## config.mk

```make
export PLATFORM = sky130hd
export DESIGN_NAME = serdes_sdi_detlat_datapath
export DESIGN_NICKNAME = d
export VERILOG_FILES = /design/src/serdes_dl_pkg.sv /design/src/serdes_fifo.sv /design/src/serdes_sdi_detlat_datapath.sv
export VERILOG_INCLUDE_DIRS = /design/src /design/src/src
export SDC_FILE = /design/constraint.sdc
export NUM_CORES = 1
export LEC_CHECK = 0
export ABC_CLOCK_PERIOD_IN_PS = 8300
export BUFFER_PORTS_ARGS = -buffer_cell sky130_fd_sc_hd__buf_4
export CAP_MARGIN = 40
export CORE_MARGIN = 2
export CORE_UTILIZATION = 63
export DETAILED_ROUTE_END_ITERATION = 8
export PLACE_DENSITY_LB_ADDON = 0.3
export SYNTH_ARGS = -nofsm -noshare
export SYNTH_HDL_FRONTEND = slang
export SYNTH_SLANG_ARGS = --single-unit
```

## constraint.sdc

```tcl
create_clock -name SYS_CLK -period 8.3 [get_ports SYS_CLK]
set_input_delay 0 -clock SYS_CLK [delete_from_list [all_inputs] [get_ports SYS_CLK]]
set_output_delay 0 -clock SYS_CLK [all_outputs]
set_load 0.03 [all_outputs]
```

## src/serdes_dl_consts.svh

```systemverilog
// Register offsets, field positions, reset values and counts of the channel datapath
`ifndef SERDES_DL_CONSTS_SVH
`define SERDES_DL_CONSTS_SVH

`define REG_CTRL      8'h00
`define REG_STAT      8'h04
`define REG_RXWORDS   8'h08

`define CTRL_MODE_LO  0
`define CTRL_MODE_HI  1
`define CTRL_DOUBLE   2
`define CTRL_ENC      3
`define CTRL_RATE3G   4
`define CTRL_TXEN     5
`define CTRL_RXEN     6
`define CTRL_W        7
`define CTRL_RST      7'h60

`define STAT_CFGERR   0
`define STAT_OVERRUN  1
`define STAT_PLLFB    2
`define STAT_SLIP_LO  4

`define SYM_W         5'h0a
`define SYM_W_ENC     5'h08
`define OS_LAST       3'h4
`define OS_MID        3'h2
`define FIFO_DEPTH    4
`define WORD_W        20

`endif

```

## src/serdes_dl_pkg.sv

```systemverilog
// Types shared by the channel datapath
package serdes_dl_pkg;
	typedef enum logic [1:0] {
		MODE_SDI    = 2'b00,
		MODE_DETLAT = 2'b01,
		MODE_CONV   = 2'b11
	} mode_e;
	typedef logic [19:0] word_t;
endpackage

```

## src/serdes_fifo.sv

```systemverilog
// Phase compensation FIFO with valid and ready on both sides
`timescale 1ns/100ps
`default_nettype none
module serdes_fifo #(
	parameter int W = 20,
	parameter int D = 4
) (
	// Clock and reset
	input  wire logic         clk,
	input  wire logic         rst_b,
	// Filling side
	input  wire logic         in_valid,
	output logic              in_ready,
	input  wire logic [W-1:0] in_data,
	// Draining side
	output logic              out_valid,
	input  wire logic         out_ready,
	output logic [W-1:0]      out_data
);
	localparam int AW = $clog2(D);

	logic [W-1:0] mem [D];
	logic [AW-1:0] wp;
	logic [AW-1:0] rp;
	logic [AW:0]   cnt;
	logic          push;
	logic          pop;

	assign in_ready  = (cnt != (AW+1)'(D));
	assign out_valid = (cnt != '0);
	assign push      = in_valid & in_ready;
	assign pop       = out_valid & out_ready;
	assign out_data  = mem[rp];

	always_ff @(posedge clk) begin
		if (push) begin
			mem[wp] <= in_data;
		end
	end

	// Each word is stored once and read once: nothing lost or repeated
	always_ff @(posedge clk or negedge rst_b) begin
		if (!rst_b) begin
			wp  <= '0;
			rp  <= '0;
			cnt <= '0;
		end else begin
			if (push) begin
				wp <= (wp == AW'(D-1)) ? '0 : wp + 1'b1;
			end
			if (pop) begin
				rp <= (rp == AW'(D-1)) ? '0 : rp + 1'b1;
			end
			cnt <= cnt + (AW+1)'(push) - (AW+1)'(pop);
		end
	end
endmodule
`default_nettype wire

```

## src/serdes_sdi_detlat_datapath.sv

```systemverilog
// Fabric-side serial channel datapath: video, converter and fixed-latency modes
//
// Functional notes
// - 10-bit video TX: FIFO then 10:1 serializer
// - 20-bit video TX adds byte serializer
// - Video TX serializes only, no coding
// - 10-bit video RX: deserializer, bit-slip, FIFO
// - 20-bit video RX adds byte deserializer
// - HD takes 10/20 bits, 3G only 20
// - Converter mode oversamples each bit five times
// - Fixed-latency mode uses register-mode FIFOs
// - Register-mode FIFO adds exactly one cycle
// - Single width: 8 coded or 10 raw
// - Double width: 16 coded or 20 raw
// - Fixed-latency mode enables PLL feedback path
`timescale 1ns/100ps
`default_nettype none
`include "serdes_dl_consts.svh"
module serdes_sdi_detlat_datapath (
	// Clock and reset
	input  wire logic                SYS_CLK,
	input  wire logic                RST_B,
	// AHB-Lite slave
	input  wire logic                HSEL,
	input  wire logic [31:0]         HADDR,
	input  wire logic [1:0]          HTRANS,
	input  wire logic                HWRITE,
	input  wire logic [2:0]          HSIZE,
	input  wire logic [31:0]         HWDATA,
	input  wire logic                HREADY,
	output logic [31:0]              HRDATA,
	output logic                     HREADYOUT,
	output logic                     HRESP,
	// Transmit fabric side
	input  wire serdes_dl_pkg::word_t TX_DATA,
	input  wire logic                TX_VALID,
	output logic                     TX_READY,
	// Receive fabric side
	output serdes_dl_pkg::word_t     RX_DATA,
	output logic                     RX_VALID,
	input  wire logic                RX_READY,
	input  wire logic                RX_SLIP,
	// Line side
	output logic                     TX_SER,
	input  wire logic                RX_SER,
	// Channel PLL and coder controls
	output logic                     PLL_FB_EN,
	output logic                     ENC_EN
);
	import serdes_dl_pkg::*;

	// ****************************************
	// Register bus
	// ****************************************
	logic [`CTRL_W-1:0] ctrl;
	logic               ap_wr;
	logic [7:0]         ap_addr;
	logic               ap_go;
	logic               overrun;
	logic [3:0]         slip_cnt;
	logic [15:0]        rx_words;
	logic               cfg_err;
	logic [31:0]        rd_val;
	logic               clr_overrun;

	assign ap_go     = HSEL & HREADY & HTRANS[1];
	assign HREADYOUT = 1'b1;
	assign HRESP     = 1'b0;

	always_ff @(posedge SYS_CLK or negedge RST_B) begin
		if (!RST_B) begin
			ap_wr   <= 1'b0;
			ap_addr <= 8'h00;
		end else begin
			ap_wr   <= ap_go & HWRITE;
			ap_addr <= HADDR[7:0];
		end
	end

	always_ff @(posedge SYS_CLK or negedge RST_B) begin
		if (!RST_B) begin
			ctrl <= `CTRL_RST;
		end else if (ap_wr && ap_addr == `REG_CTRL) begin
			ctrl <= HWDATA[`CTRL_W-1:0];
		end
	end

	assign clr_overrun = ap_wr && ap_addr == `REG_STAT && HWDATA[`STAT_OVERRUN];

	always_comb begin
		rd_val = 32'h0000_0000;
		unique case (HADDR[7:0])
			`REG_CTRL: begin
				rd_val[`CTRL_W-1:0] = ctrl;
			end
			`REG_STAT: begin
				rd_val[`STAT_CFGERR]              = cfg_err;
				rd_val[`STAT_OVERRUN]             = overrun;
				rd_val[`STAT_PLLFB]               = PLL_FB_EN;
				rd_val[`STAT_SLIP_LO+3:`STAT_SLIP_LO] = slip_cnt;
			end
			`REG_RXWORDS: begin
				rd_val[15:0] = rx_words;
			end
			default: begin
				rd_val = 32'h0000_0000;
			end
		endcase
	end

	// Read data is caught in the address phase so the slave never waits
	always_ff @(posedge SYS_CLK or negedge RST_B) begin
		if (!RST_B) begin
			HRDATA <= 32'h0000_0000;
		end else if (ap_go && !HWRITE) begin
			HRDATA <= rd_val;
		end
	end

	// ****************************************
	// Mode decode
	// ****************************************
	logic       sdi;
	logic       detlat;
	logic       conv;
	logic       dw;
	logic       tx_en;
	logic       rx_en;
	logic [4:0] sym;
	logic [4:0] tot;

	assign sdi    = ctrl[`CTRL_MODE_HI:`CTRL_MODE_LO] == MODE_SDI;
	assign detlat = ctrl[`CTRL_MODE_HI:`CTRL_MODE_LO] == MODE_DETLAT;
	assign conv   = ctrl[`CTRL_MODE_HI:`CTRL_MODE_LO] == MODE_CONV;
	assign tx_en  = ctrl[`CTRL_TXEN];
	assign rx_en  = ctrl[`CTRL_RXEN];

	// 3G video forces the 20-bit path; HD follows the width bit
	assign dw = (detlat & ctrl[`CTRL_DOUBLE]) | (sdi & (ctrl[`CTRL_DOUBLE] | ctrl[`CTRL_RATE3G]));

	// Coding is only legal with fixed latency; video and converter stay raw
	assign ENC_EN = detlat & ctrl[`CTRL_ENC];
	assign sym    = ENC_EN ? `SYM_W_ENC : `SYM_W;
	assign tot    = dw ? 5'(sym << 1) : sym;

	assign cfg_err = (sdi & ctrl[`CTRL_RATE3G] & ~ctrl[`CTRL_DOUBLE])
		| (ctrl[`CTRL_MODE_HI:`CTRL_MODE_LO] == 2'b10)
		| (~detlat & ctrl[`CTRL_ENC])
		| (conv & ctrl[`CTRL_DOUBLE]);

	// Parallel clock stays phase-locked to the reference only with feedback on;
	// the reference must then run at the parallel clock rate
	assign PLL_FB_EN = detlat;

	// ****************************************
	// Oversampling phase
	// ****************************************
	logic [2:0] os_cnt;
	logic       bit_step;
	logic       rx_sample;

	always_ff @(posedge SYS_CLK or negedge RST_B) begin
		if (!RST_B) begin
			os_cnt <= 3'h0;
		end else if (!conv || os_cnt == `OS_LAST) begin
			os_cnt <= 3'h0;
		end else begin
			os_cnt <= os_cnt + 3'h1;
		end
	end

	assign bit_step  = !conv || os_cnt == `OS_LAST;
	assign rx_sample = rx_en & (!conv || os_cnt == `OS_MID);

	// ****************************************
	// Transmit phase compensation
	// ****************************************
	logic  tf_in_ready;
	logic  tf_out_valid;
	word_t tf_out_data;
	logic  tpc_v;
	word_t tpc_d;
	logic  src_v;
	word_t src_d;
	logic  take;

	serdes_fifo #(
		.W (`WORD_W),
		.D (`FIFO_DEPTH)
	) u_tx_fifo (
		.clk       (SYS_CLK),
		.rst_b     (RST_B),
		.in_valid  (TX_VALID & tx_en & ~detlat),
		.in_ready  (tf_in_ready),
		.in_data   (TX_DATA),
		.out_valid (tf_out_valid),
		.out_ready (take & ~detlat),
		.out_data  (tf_out_data)
	);

	assign TX_READY = tx_en & (detlat ? (~tpc_v | take) : tf_in_ready);

	// Single register stage: a word taken at one edge is at the serializer at the next
	always_ff @(posedge SYS_CLK or negedge RST_B) begin
		if (!RST_B) begin
			tpc_v <= 1'b0;
			tpc_d <= '0;
		end else if (detlat && TX_VALID && TX_READY) begin
			tpc_v <= 1'b1;
			tpc_d <= TX_DATA;
		end else if (take || !detlat) begin
			tpc_v <= 1'b0;
		end
	end

	assign src_v = detlat ? tpc_v : tf_out_valid;
	assign src_d = detlat ? tpc_d : tf_out_data;

	// ****************************************
	// Byte serializer and serializer
	// ****************************************
	logic       ser_busy;
	logic [4:0] ser_cnt;
	word_t      ser_sh;
	logic       ser_last;

	assign ser_last = ser_cnt == 5'(tot - 5'h1);
	assign take     = tx_en & src_v & bit_step & (~ser_busy | ser_last);

	// Words go out raw, low bit first; a 20-bit word is two 10-bit halves
	always_ff @(posedge SYS_CLK or negedge RST_B) begin
		if (!RST_B) begin
			ser_busy <= 1'b0;
			ser_cnt  <= 5'h00;
			ser_sh   <= '0;
		end else if (bit_step) begin
			if (take) begin
				ser_busy <= 1'b1;
				ser_cnt  <= 5'h00;
				ser_sh   <= src_d;
			end else if (ser_busy && ser_last) begin
				ser_busy <= 1'b0;
				ser_cnt  <= 5'h00;
				ser_sh   <= '0;
			end else if (ser_busy) begin
				ser_cnt <= ser_cnt + 5'h01;
				ser_sh  <= ser_sh >> 1;
			end
		end
	end

	assign TX_SER = ser_sh[0];

	// ****************************************
	// Deserializer with bit-slip aligner
	// ****************************************
	logic       slip_q;
	logic       slip_pend;
	logic [4:0] rx_cnt;
	word_t      rx_sh;
	word_t      next_sh;
	logic       word_v;
	word_t      word_d;

	// The aligner only drops a bit on a slip edge, so a low request keeps the stream intact
	always_ff @(posedge SYS_CLK or negedge RST_B) begin
		if (!RST_B) begin
			slip_q    <= 1'b0;
			slip_pend <= 1'b0;
			slip_cnt  <= 4'h0;
		end else begin
			slip_q <= RX_SLIP;
			if (RX_SLIP && !slip_q) begin
				slip_pend <= 1'b1;
			end else if (rx_sample && slip_pend) begin
				slip_pend <= 1'b0;
			end
			if (rx_sample && slip_pend) begin
				slip_cnt <= slip_cnt + 4'h1;
			end
		end
	end

	always_comb begin
		next_sh         = rx_sh;
		next_sh[rx_cnt] = RX_SER;
	end

	always_ff @(posedge SYS_CLK or negedge RST_B) begin
		if (!RST_B) begin
			rx_cnt <= 5'h00;
			rx_sh  <= '0;
			word_v <= 1'b0;
			word_d <= '0;
		end else begin
			word_v <= 1'b0;
			if (rx_sample && !slip_pend) begin
				if (rx_cnt == 5'(tot - 5'h1)) begin
					rx_cnt <= 5'h00;
					rx_sh  <= '0;
					word_v <= 1'b1;
					word_d <= next_sh;
				end else begin
					rx_cnt <= rx_cnt + 5'h01;
					rx_sh  <= next_sh;
				end
			end
		end
	end

	// ****************************************
	// Receive phase compensation
	// ****************************************
	logic  rf_in_ready;
	logic  rf_out_valid;
	word_t rf_out_data;
	logic  rpc_v;
	word_t rpc_d;
	logic  lost;

	serdes_fifo #(
		.W (`WORD_W),
		.D (`FIFO_DEPTH)
	) u_rx_fifo (
		.clk       (SYS_CLK),
		.rst_b     (RST_B),
		.in_valid  (word_v & ~detlat),
		.in_ready  (rf_in_ready),
		.in_data   (word_d),
		.out_valid (rf_out_valid),
		.out_ready (RX_READY & ~detlat),
		.out_data  (rf_out_data)
	);

	always_ff @(posedge SYS_CLK or negedge RST_B) begin
		if (!RST_B) begin
			rpc_v <= 1'b0;
			rpc_d <= '0;
		end else if (detlat && word_v && (!rpc_v || RX_READY)) begin
			// A stalled word stays put; the newcomer is the one lost
			rpc_v <= 1'b1;
			rpc_d <= word_d;
		end else if (RX_READY || !detlat) begin
			rpc_v <= 1'b0;
		end
	end

	assign RX_VALID = detlat ? rpc_v : rf_out_valid;
	assign RX_DATA  = detlat ? rpc_d : rf_out_data;

	// The line cannot be stalled, so a word with nowhere to go is flagged
	assign lost = word_v & (detlat ? (rpc_v & ~RX_READY) : ~rf_in_ready);

	always_ff @(posedge SYS_CLK or negedge RST_B) begin
		if (!RST_B) begin
			overrun  <= 1'b0;
			rx_words <= 16'h0000;
		end else begin
			if (lost) begin
				overrun <= 1'b1;
			end else if (clr_overrun) begin
				overrun <= 1'b0;
			end
			if (word_v) begin
				rx_words <= rx_words + 16'h0001;
			end
		end
	end
endmodule
`default_nettype wire

```

==> out/results.tsv <==
metric	value	unit
CP max-delay cell	buf_4	
antenna-violating nets left	0	
TritonRoute pass-1 iters	5	
peak supply drop	0.297	mV
maxcap violations	0	
crit end category	flop	
Slew headroom	39.4	%
Async SR Flop Fraction	53.8	%
CTS HTree Levels	2	
final setup fails	0	
outcome	complete, but fails checks	
CP startpoint kind	flop	
required time of the critical path	8.73	ns
RSZ-0062 raised after global routing	false	
Reg power frac	47.9	%
CP arrival	4.42	ns
fin. max-slew vios	0	
Pleak	7.62	nW
Vias/cell	5.83	
top cell type's share of synthesized area	32.6	%
setup TNS	0	ns
Site Rows	55	
Total GRT Usage	25.3	%
reg-to-reg endpoint	u_tx_fifo.cnt[2]	
Clock power frac	35.3	%
largest net degree at the start of global routing	65	
initial DRC count	609	
Ports	157	
clk buf depth	3	
Placed Cells	1412	
root buffer cell	clkbuf_16	
sequential area share after synthesis	64.2	%
CTS tree	built	
CTS Sinks	346	
post-route setup slack	4.31	ns
area leader, netlist	edfxtp_1	
# nets final	1307	
fraction of layout cells with a size suffix above 1	22.0	%
Sw Share	25.7	%
Synth Cell Area	0.0147	sq mm
diode count	0	
Core Area	0.0228	sq mm
GRT overflow	0	
delay of the slowest cell on the worst path	0.62	ns
vias in the first global route	9162	
Reg2Reg Setup Slack	4.31	ns
via count	8866	
Die Y	157	um
Starting Density	64.7	%
DP Worst Slack	3.84	ns
Yosys reg bits	346	
Clock Skew	0.0182	ns
Slew @ Worst Pin	0.910	ns
port buffer count	85	
cts bufs inserted	36	
DPL Wire Length	18.5	mm
CTS resizes	0	
total number of yosys warnings	0	
initial antenna violation count	0	
hold slack	-0.00161	ns
Crit Path Category	reg2reg	
setup repair bufs after CTS	0	
Psw	0.00113	W
non-filler cells, final	1522	
first-pass GRT wire length	48.3	mm
RD Place Congestion	0.786	
CTS Hold Bufs	43	
Main synth FF type	dfrtp_1	
Filler Cell Count	1335	
area grow syn2layout	18.2	%
min Tclk post-route	3.99	ns
pwr dens	251	mW/mm^2
Post-synth EDFFs	160	
Yosys cell types	58	
die area	0.0246	sq mm
Synth Instances	1046	
DRC errors left	0	
Final Hold Vio Count	2	
Max Freq	251	MHz
Tcrit/Tclk final	48.0	%
ranking of synthesized cells by area	edfxtp_1, dfrtp_1, mux4_2	
failing checks	negative hold slack	
clk slew on worst S/H paths	0.06	ns
worst r2r path cells	14	
final wirelength	29.6	mm
Cell Chain, Critical Path	nand2b_2 > buf_4 > inv_2 > o211a_1 > nand2_1 > buf_8 > nor3_2 > ha_1 > inv_1 > ha_1 > inv_1 > fa_1 > xnor2_1 > xnor2_1	
routed length per instance	19.5	um
reg2reg start	ctrl[1]	
worst-path fanout max	52	
Hold Crit Class	in2async	
Syn Area/Cell	14.1	sq um
internal power	0.00326	W
Chip Width	157	um
Logic pwr share	16.8	%
worst-skew pair later-pin latency	0.51	ns
-- sequential cells by signal (all words and copies together) (netlist names), 4 cells and up --
signal         cells
ser_cnt            5
rx_sh             20
slip_cnt           4
ap_addr            8
rx_cnt             5
ser_sh            20
tpc_d             20
HRDATA            16
u_rx_fifo.mem     80
rpc_d             20
rx_words          16
word_d            20
u_tx_fifo.mem     80
ctrl               7
-- area by class of cell --
class	instances	area (sq um)	share of cell area, %
Sequential cell	346	9460	54.3
Tap cell	313	392	2.25
Clock inverter	8	57.6	0.330
Multi-Input combinational cell	617	4900	28.1
Timing Repair Buffer	151	1410	8.10
Inverter	29	109	0.624
Clock buffer	58	1110	6.34
-- logic make-up after synthesis --
family	after synthesis	share of synthesized area [%]
multiplexers	137	13.1
other	2	0.0509
AND/OR/NAND/NOR	254	8.15
flip-flops	346	64.2
AO/OA/AOI/OAI	145	6.76
adder cells (fa/ha/maj)	28	2.48
XOR/XNOR	35	2.08
buffers and inverters	99	3.17
-- cells in the final DEF (no fill, tap or decap), types with 9 or more instances in the layout --
cell and n:
dfrtp_1 183, edfxtp_1 160, nand2_1 99, buf_4 93, nor2_1 57, mux2_2 52
mux2i_1 45, dlygate4sd3_1 43, mux4_2 40, o21ai_0 39, clkbuf_16 38, a22o_1 32
nor3_1 29, a21oi_1 29, inv_1 28, ha_1 26, xnor2_1 25, a221o_1 19
conb_1 18, clkbuf_1 12, and2_1 11, xor2_1 10, nand4_1 9, nand3_1 9
clkbuf_8 9
-- power by group through the flow --
stage                     Sequential [W]  Combinational (W)  Clock (W)
after floorplan                  0.00206           0.000538          0
after global placement           0.00215           0.000613          0
after detailed placement         0.00213           0.000714          0
after CTS                        0.00210           0.000736    0.00158
after global routing             0.00212           0.000807    0.00166
final                            0.00210           0.000734    0.00155
-- how the worst max path moves through the flow --
stage / startpoint / cells after the start / end
floorplan: ctrl[1] / 15 / u_tx_fifo.cnt[2]
global placement: ctrl[1] / 13 / u_tx_fifo.cnt[2]
detailed placement: ctrl[1] / 13 / u_tx_fifo.cnt[2]
CTS: ctrl[1] / 13 / u_tx_fifo.cnt[2]
global route: ctrl[1] / 14 / u_tx_fifo.cnt[2]
finish: ctrl[1] / 14 / u_tx_fifo.cnt[2]
-- worst max-delay path, delay by kind of cell, from the launching register on --
family	cells	cell delay (ns)
buf+inv	5	1.41
fa+ha+maj	3	0.84
flops	1	0.54
simple gates	3	0.37
xor+xnor	2	0.37
compound gates	1	0.35
-- routing by layer --
metal / track usage [%] / vias to the layer above / routed length (um) / share of wire [%]
li1: - / 4080 / - / -
met1: 33.0 / 4524 / 12300 / 41
met2: 44.4 / 211 / 15600 / 53
met3: 3.44 / 51 / 1140 / 3.9
met4: 8.04 / 0 / 659 / 2.2
met5: 0 / - / 0 / 0
-- Yosys cell counts, types with 28 or more instances --
| master | count |
|---|---|
| inv_1 | 28 |
| a22o_1 | 32 |
| mux4_2 | 40 |
| nand2_1 | 99 |
| edfxtp_1 | 160 |
| o21ai_0 | 40 |
| mux2_2 | 52 |
| nor2_1 | 57 |
| dfrtp_1 | 184 |
| nor3_1 | 29 |
| a21oi_1 | 29 |
| mux2i_1 | 45 |
-- stage by stage --
stage	hold slack, ns	area [sq um]	total power, W	util, %
global route	0.0120	17400	0.00458	76.5
CTS	0.000281	17400	0.00441	76.5
finish	-0.00161	17400	0.00438	76.5
floorplan	-0.296	14800	0.00260	-
detailed placement	-0.0305	15800	0.00284	69.5
global placement	0.116	15600	0.00276	68.3
(Power assumes the default switching activity.)
